## config.mk

```make
export PLATFORM = sky130hd
export DESIGN_NAME = port_pin_mode_control
export DESIGN_NICKNAME = d
export VERILOG_FILES = /design/src/inc/port_pin_pkg.sv /design/src/verilog/level_sync.sv /design/src/verilog/port_pin_mode_control.sv
export SDC_FILE = /design/constraint.sdc
export NUM_CORES = 1
export LEC_CHECK = 0
export BUFFER_PORTS_ARGS = -buffer_cell sky130_fd_sc_hd__buf_2
export CORE_MARGIN = 2
export CORE_UTILIZATION = 49
export CTS_BUF_LIST = sky130_fd_sc_hd__clkbuf_2
export CTS_CLUSTER_DIAMETER = 30
export DETAILED_ROUTE_END_ITERATION = 10
export GPL_TIMING_DRIVEN = 0
export HOLD_SLACK_MARGIN = 0.08
export PLACE_DENSITY = 0.8
export SLEW_MARGIN = 20
export SYNTH_ARGS = -nofsm -noshare
export SYNTH_HDL_FRONTEND = slang
export SYNTH_SLANG_ARGS = --single-unit
```

## constraint.sdc

```tcl
create_clock -name core_clk -period 4.95 [get_ports core_clk]
set_input_delay 0.2475 -clock core_clk [delete_from_list [all_inputs] [get_ports core_clk]]
set_output_delay 0.2475 -clock core_clk [all_outputs]
set_load 0.01 [all_outputs]
```

## src/inc/port_pin_pkg.sv

```systemverilog
// Constants and types shared by the port pin mode control block
//
// Functional notes
// - Direction bit 0 output, 1 input
// - Output with control 00 leaves pin floating
// - Output control 01 drives high only
// - Output control 10 drives low only
// - Output control 11 drives both levels
// - Input control 00 or 11 no pulls
// - Input control 01 enables pull-down
// - Input control 10 enables pull-up
// - Reset gives floating output on all pins
// - Output pins follow data register bits
// - Input pins read back their sampled level
// - Bit n controls pin n only
// - Segment select hands pins to segment driver
// - Written data reads back in output mode
// - Control bytes accessible singly or as word
`default_nettype none

package port_pin_pkg;

  // ---------------------------------------------------------------
  // Bus geometry
  // ---------------------------------------------------------------
  localparam int unsigned ADDR_W = 8;
  localparam int unsigned DATA_W = 32;
  localparam int unsigned STRB_W = DATA_W / 8;
  localparam int unsigned PINS   = 8;

  // ---------------------------------------------------------------
  // Register byte addresses
  // ---------------------------------------------------------------
  localparam logic [ADDR_W-1:0] PIN_LEVEL_OFF = 8'h00;
  localparam logic [ADDR_W-1:0] PIN_DIR_OFF   = 8'h04;
  localparam logic [ADDR_W-1:0] DRIVE_SEL_OFF = 8'h08;
  localparam logic [ADDR_W-1:0] SEG_SEL_OFF   = 8'h0c;
  localparam logic [ADDR_W-1:0] RAW_LEVEL_OFF = 8'h10;

  // Field positions inside the drive select word
  localparam int unsigned SEL_LOW_LSB  = 0;
  localparam int unsigned SEL_HIGH_LSB = 8;

  // ---------------------------------------------------------------
  // Values after reset
  // ---------------------------------------------------------------
  localparam logic [7:0] LEVEL_RST   = 8'h00;
  localparam logic [7:0] DIR_RST     = 8'h00;
  localparam logic [7:0] SEL_LOW_RST = 8'h00;
  localparam logic [7:0] SEL_HI_RST  = 8'h00;
  localparam logic [7:0] SEG_RST     = 8'h00;
  localparam logic [7:0] SYNC_RST    = 8'h00;

  // Synchroniser depth
  localparam int unsigned SYNC_STAGES = 2;

  // ---------------------------------------------------------------
  // Direction and control codes
  // ---------------------------------------------------------------
  localparam logic DIR_OUTPUT = 1'b0;
  localparam logic DIR_INPUT  = 1'b1;

  typedef enum logic [1:0] {
    CTL_FLOAT  = 2'h0,
    CTL_PSIDE  = 2'h1,
    CTL_NSIDE  = 2'h2,
    CTL_BOTH   = 2'h3
  } ctl_code_t;

  // Pad control bundle for one pin
  typedef struct packed {
    logic drive_high;
    logic drive_low;
    logic pull_up;
    logic pull_down;
  } pad_ctl_t;

endpackage

`default_nettype wire

```

## src/verilog/level_sync.sv

```systemverilog
// Two-stage synchroniser for a vector of pin levels
`default_nettype none

module level_sync #(
  parameter int unsigned WIDTH = 8
) (
  // Clock and reset
  input  wire logic             core_clk,
  input  wire logic             reset,
  // Levels
  input  wire logic [WIDTH-1:0] level_in,
  output logic      [WIDTH-1:0] level_out
);
  import port_pin_pkg::*;

  typedef struct packed {
    logic [WIDTH-1:0] meta;
    logic [WIDTH-1:0] stable;
  } sync_state_t;

  sync_state_t state_q;
  sync_state_t state_d;

  // ---------------------------------------------------------------
  // Stage chain
  // ---------------------------------------------------------------
  // first stage feeds only second
  always_comb begin
    state_d        = state_q;
    state_d.meta   = level_in;
    state_d.stable = state_q.meta;
  end

  always_ff @(posedge core_clk or posedge reset) begin
    if (reset) begin
      state_q <= '0;
    end else begin
      state_q <= state_d;
    end
  end

  assign level_out = state_q.stable;

endmodule

`default_nettype wire

```

## src/verilog/port_pin_mode_control.sv

```systemverilog
// Per-pin mode control of an eight-pin port with an APB register slave
`default_nettype none

module port_pin_mode_control #(
  parameter int unsigned PIN_COUNT = port_pin_pkg::PINS
) (
  // Clock and reset
  input  wire logic                              core_clk,
  input  wire logic                              reset,
  // APB slave
  input  wire logic                              psel,
  input  wire logic                              penable,
  input  wire logic                              pwrite,
  input  wire logic [port_pin_pkg::ADDR_W-1:0]   paddr,
  input  wire logic [port_pin_pkg::DATA_W-1:0]   pwdata,
  input  wire logic [port_pin_pkg::STRB_W-1:0]   pstrb,
  output logic      [port_pin_pkg::DATA_W-1:0]   prdata,
  output logic                                   pready,
  output logic                                   pslverr,
  // Pad levels
  input  wire logic [PIN_COUNT-1:0]              pad_in,
  output logic      [PIN_COUNT-1:0]              pad_out,
  output logic      [PIN_COUNT-1:0]              pad_oe_n,
  // Pad drive and pull controls
  output logic      [PIN_COUNT-1:0]              drive_high_en,
  output logic      [PIN_COUNT-1:0]              drive_low_en,
  output logic      [PIN_COUNT-1:0]              pull_up_en,
  output logic      [PIN_COUNT-1:0]              pull_down_en,
  // Segment driver hand-over
  output logic      [PIN_COUNT-1:0]              segment_function_select
);
  import port_pin_pkg::*;

  // ---------------------------------------------------------------
  // State
  // ---------------------------------------------------------------
  typedef struct packed {
    logic [PIN_COUNT-1:0] pin_level_register;
    logic [PIN_COUNT-1:0] pin_direction_register;
    logic [PIN_COUNT-1:0] drive_select_low_bits;
    logic [PIN_COUNT-1:0] drive_select_high_bits;
    logic [PIN_COUNT-1:0] segment_sel;
    logic [DATA_W-1:0]    rdata;
    logic                 err;
  } port_state_t;

  port_state_t state_q;
  port_state_t state_d;

  logic [PIN_COUNT-1:0] level_synced;
  logic [PIN_COUNT-1:0] level_view;
  logic                 setup_phase;
  logic                 write_fire;
  logic                 addr_known;
  pad_ctl_t [PIN_COUNT-1:0] pad_ctl;

  // ---------------------------------------------------------------
  // Helpers
  // ---------------------------------------------------------------
  // Address compare used by every register
  function automatic logic hit(
    input logic [ADDR_W-1:0] addr,
    input logic [ADDR_W-1:0] off
  );
    hit = (addr == off);
  endfunction

  // Merge one byte lane of write data into a register
  function automatic logic [7:0] lane_merge(
    input logic [7:0] old_val,
    input logic [7:0] new_val,
    input logic       lane_en
  );
    lane_merge = lane_en ? new_val : old_val;
  endfunction

  // Widen an eight-bit value onto the bus, upper bits zero
  function automatic logic [DATA_W-1:0] widen8(
    input logic [7:0] val
  );
    widen8 = {{(DATA_W-8){1'b0}}, val};
  endfunction

  // Decode one pin into its pad controls
  function automatic pad_ctl_t pin_decode(
    input logic dir,
    input logic sel_high,
    input logic sel_low,
    input logic level,
    input logic seg
  );
    ctl_code_t code;
    pad_ctl_t  res;
    code = ctl_code_t'({sel_high, sel_low});
    res  = '0;
    if (seg) begin
      // Segment driver owns the pad; port stays silent
      res = '0;
    end else if (dir == DIR_OUTPUT) begin
      case (code)
        CTL_FLOAT: begin
          res = '0;
        end
        CTL_PSIDE: begin
          res.drive_high = level;
        end
        CTL_NSIDE: begin
          res.drive_low = ~level;
        end
        CTL_BOTH: begin
          res.drive_high = level;
          res.drive_low  = ~level;
        end
        default: begin
          res = '0;
        end
      endcase
    end else begin
      case (code)
        CTL_PSIDE: begin
          res.pull_down = 1'b1;
        end
        CTL_NSIDE: begin
          res.pull_up = 1'b1;
        end
        CTL_FLOAT, CTL_BOTH: begin
          res = '0;
        end
        default: begin
          res = '0;
        end
      endcase
    end
    pin_decode = res;
  endfunction

  // ---------------------------------------------------------------
  // Input synchroniser
  // ---------------------------------------------------------------
  // two stages before readback
  level_sync #(
    .WIDTH (PIN_COUNT)
  ) u_level_sync (
    .core_clk  (core_clk),
    .reset     (reset),
    .level_in  (pad_in),
    .level_out (level_synced)
  );

  // ---------------------------------------------------------------
  // Readback of the level register
  // ---------------------------------------------------------------
  // input pins show sampled level
  always_comb begin
    for (int i = 0; i < PIN_COUNT; i++) begin
      if (state_q.pin_direction_register[i] == DIR_INPUT) begin
        level_view[i] = level_synced[i];
      end else begin
        level_view[i] = state_q.pin_level_register[i];
      end
    end
  end

  // ---------------------------------------------------------------
  // Bus phase decode
  // ---------------------------------------------------------------
  // Zero wait states; read data is captured in the setup cycle
  assign setup_phase = psel & ~penable;
  assign write_fire  = psel & penable & pwrite;
  assign addr_known  = hit(paddr, PIN_LEVEL_OFF) |
                       hit(paddr, PIN_DIR_OFF)   |
                       hit(paddr, DRIVE_SEL_OFF) |
                       hit(paddr, SEG_SEL_OFF)   |
                       hit(paddr, RAW_LEVEL_OFF);

  // ---------------------------------------------------------------
  // Next state
  // ---------------------------------------------------------------
  always_comb begin
    state_d = state_q;

    // Read data and error flag prepared ahead of the access cycle
    if (setup_phase) begin
      state_d.err   = ~addr_known;
      state_d.rdata = '0;
      if (!pwrite) begin
        case (1'b1)
          hit(paddr, PIN_LEVEL_OFF): begin
            state_d.rdata = widen8(level_view);
          end
          hit(paddr, PIN_DIR_OFF): begin
            state_d.rdata = widen8(state_q.pin_direction_register);
          end
          hit(paddr, DRIVE_SEL_OFF): begin
            state_d.rdata[SEL_LOW_LSB +: 8] =
              state_q.drive_select_low_bits;
            state_d.rdata[SEL_HIGH_LSB +: 8] =
              state_q.drive_select_high_bits;
          end
          hit(paddr, SEG_SEL_OFF): begin
            state_d.rdata = widen8(state_q.segment_sel);
          end
          hit(paddr, RAW_LEVEL_OFF): begin
            state_d.rdata = widen8(level_synced);
          end
          default: begin
            state_d.rdata = '0;
          end
        endcase
      end
    end

    // Writes land only on the access edge; errored ones are dropped
    if (write_fire && addr_known) begin
      case (1'b1)
        hit(paddr, PIN_LEVEL_OFF): begin
          state_d.pin_level_register = lane_merge(
            state_q.pin_level_register, pwdata[7:0], pstrb[0]);
        end
        hit(paddr, PIN_DIR_OFF): begin
          state_d.pin_direction_register = lane_merge(
            state_q.pin_direction_register, pwdata[7:0], pstrb[0]);
        end
        hit(paddr, DRIVE_SEL_OFF): begin
          state_d.drive_select_low_bits = lane_merge(
            state_q.drive_select_low_bits,
            pwdata[SEL_LOW_LSB +: 8], pstrb[0]);
          state_d.drive_select_high_bits = lane_merge(
            state_q.drive_select_high_bits,
            pwdata[SEL_HIGH_LSB +: 8], pstrb[1]);
        end
        hit(paddr, SEG_SEL_OFF): begin
          state_d.segment_sel = lane_merge(
            state_q.segment_sel, pwdata[7:0], pstrb[0]);
        end
        default: begin
          state_d.err = state_q.err;
        end
      endcase
    end
  end

  // ---------------------------------------------------------------
  // State register
  // ---------------------------------------------------------------
  always_ff @(posedge core_clk or posedge reset) begin
    if (reset) begin
      state_q.pin_level_register     <= LEVEL_RST;
      state_q.pin_direction_register <= DIR_RST;
      state_q.drive_select_low_bits  <= SEL_LOW_RST;
      state_q.drive_select_high_bits <= SEL_HI_RST;
      state_q.segment_sel            <= SEG_RST;
      state_q.rdata                  <= '0;
      state_q.err                    <= 1'b0;
    end else begin
      state_q <= state_d;
    end
  end

  // ---------------------------------------------------------------
  // Bus answer
  // ---------------------------------------------------------------
  assign pready  = 1'b1;
  assign prdata  = state_q.rdata;
  assign pslverr = psel & penable & state_q.err;

  // ---------------------------------------------------------------
  // Per-pin pad decode
  // ---------------------------------------------------------------
  // pin n uses bit n only
  generate
    for (genvar n = 0; n < PIN_COUNT; n++) begin : g_pin
      assign pad_ctl[n] = pin_decode(
        state_q.pin_direction_register[n],
        state_q.drive_select_high_bits[n],
        state_q.drive_select_low_bits[n],
        state_q.pin_level_register[n],
        state_q.segment_sel[n]);
      assign drive_high_en[n] = pad_ctl[n].drive_high;
      assign drive_low_en[n]  = pad_ctl[n].drive_low;
      assign pull_up_en[n]    = pad_ctl[n].pull_up;
      assign pull_down_en[n]  = pad_ctl[n].pull_down;
      // Enable is low only while one side actively drives
      assign pad_oe_n[n] = ~(pad_ctl[n].drive_high |
                             pad_ctl[n].drive_low);
    end
  endgenerate

  // ---------------------------------------------------------------
  // Pad level and hand-over
  // ---------------------------------------------------------------
  // output level from data bits
  assign pad_out = state_q.pin_level_register;

  assign segment_function_select = state_q.segment_sel;

endmodule

`default_nettype wire

```

==> impl_metrics.csv <==
group,metric,value,unit
run_status,status,"finished, final reports clean",
placement,placedCellCount,554,
floorplanning,dieArea,8400,um2
pwr,p_int,0.000777,W
logic_synthesis,ys_seq_area_frac,0.485,
detailed_routing,dr.pass1.iters,4,
clock_network,cts_sinks,73,
cells_and_area,fin_nets,548,
sta,drv_slew,0,
pwr,switchingPower,0.000262,W
logic_synthesis,syn_area,3770,um2
logic_synthesis,ys_seq_elements,73,
min_path,hold_path_depth,4,
floorplanning,core_area,7330,um2
min_path,min_path_type,"primary input to register",
clock_network,cts-root-buf,"clkbuf_2",
pwr,total_power,0.00104,W
placement,gp_congestion,0.819,
flow_run,cap_viol_max_count,0,
critical_path,regToRegSetupSlack,3.64,ns
cells_and_area,n_antenna_cell,0,
clock_network,post-cts-setup-buffer-count,0,
pwr,seqPwrFrac,0.592,
critical_path,critPathCaptureType,"register",
sta,finalSetupViolCount,0,
global_route,grt_max_degree,48,
critical_path,criticalPathCategory,"primary input to register",
pwr,swShare,0.252,
global_route,grt_antenna_before_repair,0,
detailed_routing,wirelength,9690,um
pwr,p_leak,2.56,nW
logic_synthesis,synth.top_cell.area_share,0.485,
clock_network,cts_tree,"built",
cells_and_area,drive_above_1_share,0.440,
floorplanning,start_util,0.514,
critical_path,crit_path_end,"segment_function_select[5]$_DFFE_PP0P_",
logic_synthesis,synthTopCellsByArea,"dfrtp_1, buf_4, mux2_2",
floorplanning,die_h,91.7,um
placement,io_buffer_count,110,
logic_synthesis,yosysWarnings,0,
sta,max_slew_margin,0.405,
detailed_routing,drt-initial-drc-count,232,
pwr,pwr-share-comb,0.108,
cells_and_area,layoutNonFillerInstCount,595,
clock_network,cts_made_buffers,9,
critical_path,reg2reg_from,"state_q[64]$_DFFE_PP0P_",
detailed_routing,drc,0,
global_route,first_global_vias,2982,
sta,rsz0062_at_grt,"no",
global_route,grt_overflow,0,
min_path,holdCritStartpoint,"pwrite",
sta,period_minus_slack,2.05,ns
pwr,p_clk_frac,0.300,
clock_network,clk_pin_slew,0.19,ns
logic_synthesis,synth_cells,329,
critical_path,worstPathRequired,5.32,ns
critical_path,timing.rr.end,"prdata[7]$_DFFE_PP0P_",
critical_path,r2r_cells,4,
detailed_routing,vias,3130,
critical_path,start_kind,"primary input",
global_route,grt_pass1_wl,14700,um
logic_synthesis,ys_types,40,
detailed_routing,avgRoutedWirePerCell,16.3,um
logic_synthesis,synth.avg_cell_area,11.4,um2
floorplanning,fp.dieW,91.7,um
sta,hold_violations,0,
sta,tightest_slew,0.885,ns
floorplanning,rows,31,
placement,dp_hpwl,6820,um
floorplanning,ios,147,
pwr,peakVddDrop,0.000149,V
clock_network,htree_levels,3,
clock_network,clock_latency,0.48,ns
sta,max_freq,488,MHz
sta,skew,0.0211,ns
pwr,p_per_area,213,nW/um2
critical_path,arrival,2.42,ns
sta,finalCritPeriodShare,0.414,
critical_path,worst-path-max-fanout,8,
detailed_routing,vias_per_cell,5.26,
logic_synthesis,synth_top_area_cell,"dfrtp_1",
critical_path,crit_path_start,"paddr[0]",
clock_network,clockBufferDepth,2,
sta,setup_tns,0,ns
cells_and_area,syn_to_final_growth,29.7,%
global_route,track_usage,0.226,
detailed_routing,drtAntennaViolNets,0,
## layout by cell type (no fill, tap or decap), types with 11 or more instances in the layout
| cell | instances |
|---|---|
| nand2_1 | 14 |
| clkbuf_2 | 11 |
| buf_2 | 110 |
| dfrtp_1 | 73 |
| clkbuf_1 | 13 |
| buf_4 | 49 |
| dlygate4sd3_1 | 25 |
| nor2_1 | 12 |
| a21oi_1 | 11 |
| nor4bb_1 | 16 |
| conb_1 | 17 |
| mux2_2 | 32 |
## routing by layer
layer / vias up / part of all wire / track usage
met5: - / 0 / 0
met4: 0 / 0.021 / 0.0997
met3: 18 / 0.068 / 0.0370
met2: 137 / 0.49 / 0.384
met1: 1502 / 0.42 / 0.283
li1: 1473 / - / -
## worst min-delay path by stage
stage	slack [ns]	end
after floorplan	0.28	u_level_sync.state_d[0]$_DFF_PP0_
after global placement	0.33	u_level_sync.level_out[1]$_DFF_PP0_
after detailed placement	0.26	pad_out[7]$_DFFE_PP0P_
after CTS	0.16	prdata[11]$_DFFE_PP0P_
after global routing	0.17	prdata[11]$_DFFE_PP0P_
final	0.18	prdata[1]$_DFFE_PP0P_
## synthesized netlist by cell type
cell type	count
a211oi_1	5
a21o_1	1
a21oi_1	11
a22o_1	8
a22oi_1	3
a32o_1	3
and3_1	2
and4_1	1
buf_1	1
buf_4	49
buf_6	1
clkbuf_1	13
clkinv_1	1
conb_1	2
dfrtp_1	73
inv_1	4
mux2_2	32
mux2_4	8
mux2i_1	5
nand2_1	14
nand2b_1	3
nand3_1	1
nand4_1	2
nor2_1	12
nor2b_1	5
nor3_1	9
nor3b_1	2
nor4_1	1
nor4_2	1
nor4b_1	8
nor4bb_1	16
o21ai_0	9
o22a_1	10
o22ai_1	3
o311ai_0	1
o31ai_1	5
or3_1	1
or4_1	1
or4_4	1
or4b_1	1
## logic make-up (layout without fill, tap and decap cells)
family                 count (synthesis)  in the layout  synth area share
muxes                                 45             45             0.141
buffers and inverters                 69            221             0.120
other                                  2             17           0.00199
DFF                                   73             73             0.485
AOI/OAI and AO/OA                     59             59             0.112
and+or+nand+nor                       81             81             0.141
## critical path: stages
cell and delay, ns:
buf_2 0.11, or4_4 0.57, nor3_1 0.36, and4_1 0.24
clkbuf_1 0.49, mux2_2 0.41
## registers in the layout, summed over array words and instances (netlist names)
register,cells
u_level_sync.level_out,8
u_level_sync.state_d,8
state_q,25
pad_out,8
prdata,16
segment_function_select,8
## repair_timing
action,4_1_cts,5_1_grt
setup endpoints to repair,0,0
endpoints found under the hold margin,116,0
gates resized for setup,0,0
hold buffers,25,0
## power groups by stage
stage               Clock, W  Combinational (W)  Sequential, W
floorplan                  0          0.0000584       0.000623
global placement           0          0.0000896       0.000625
detailed placement         0          0.0000957       0.000625
CTS                 0.000315           0.000111       0.000614
global route        0.000333           0.000123       0.000616
finish              0.000312           0.000112       0.000615
## through the flow
| stage | setup WS [ns] | util | hold slack (ns) | cell area (um2) |
|---|---|---|---|---|
| floorplan | 2.77 | - | 0.279 | 3820 |
| global placement | 2.07 | 0.613 | 0.334 | 4500 |
| detailed placement | 2.41 | 0.618 | 0.256 | 4530 |
| CTS | 2.92 | 0.666 | 0.160 | 4880 |
| global route | 2.75 | 0.666 | 0.175 | 4880 |
| finish | 2.90 | 0.666 | 0.184 | 4880 |
## layout make-up
cell class	count	area, um2
inverters	5	21.3
clock buffers	11	55.1
well taps	99	124
multi-input cells	202	1550
flip-flops and latches	73	1830
repair buffers	136	828
plain buffers	64	432
fillers	583	2450
clock inverters	5	46.3
(Power assumes the default switching activity.)
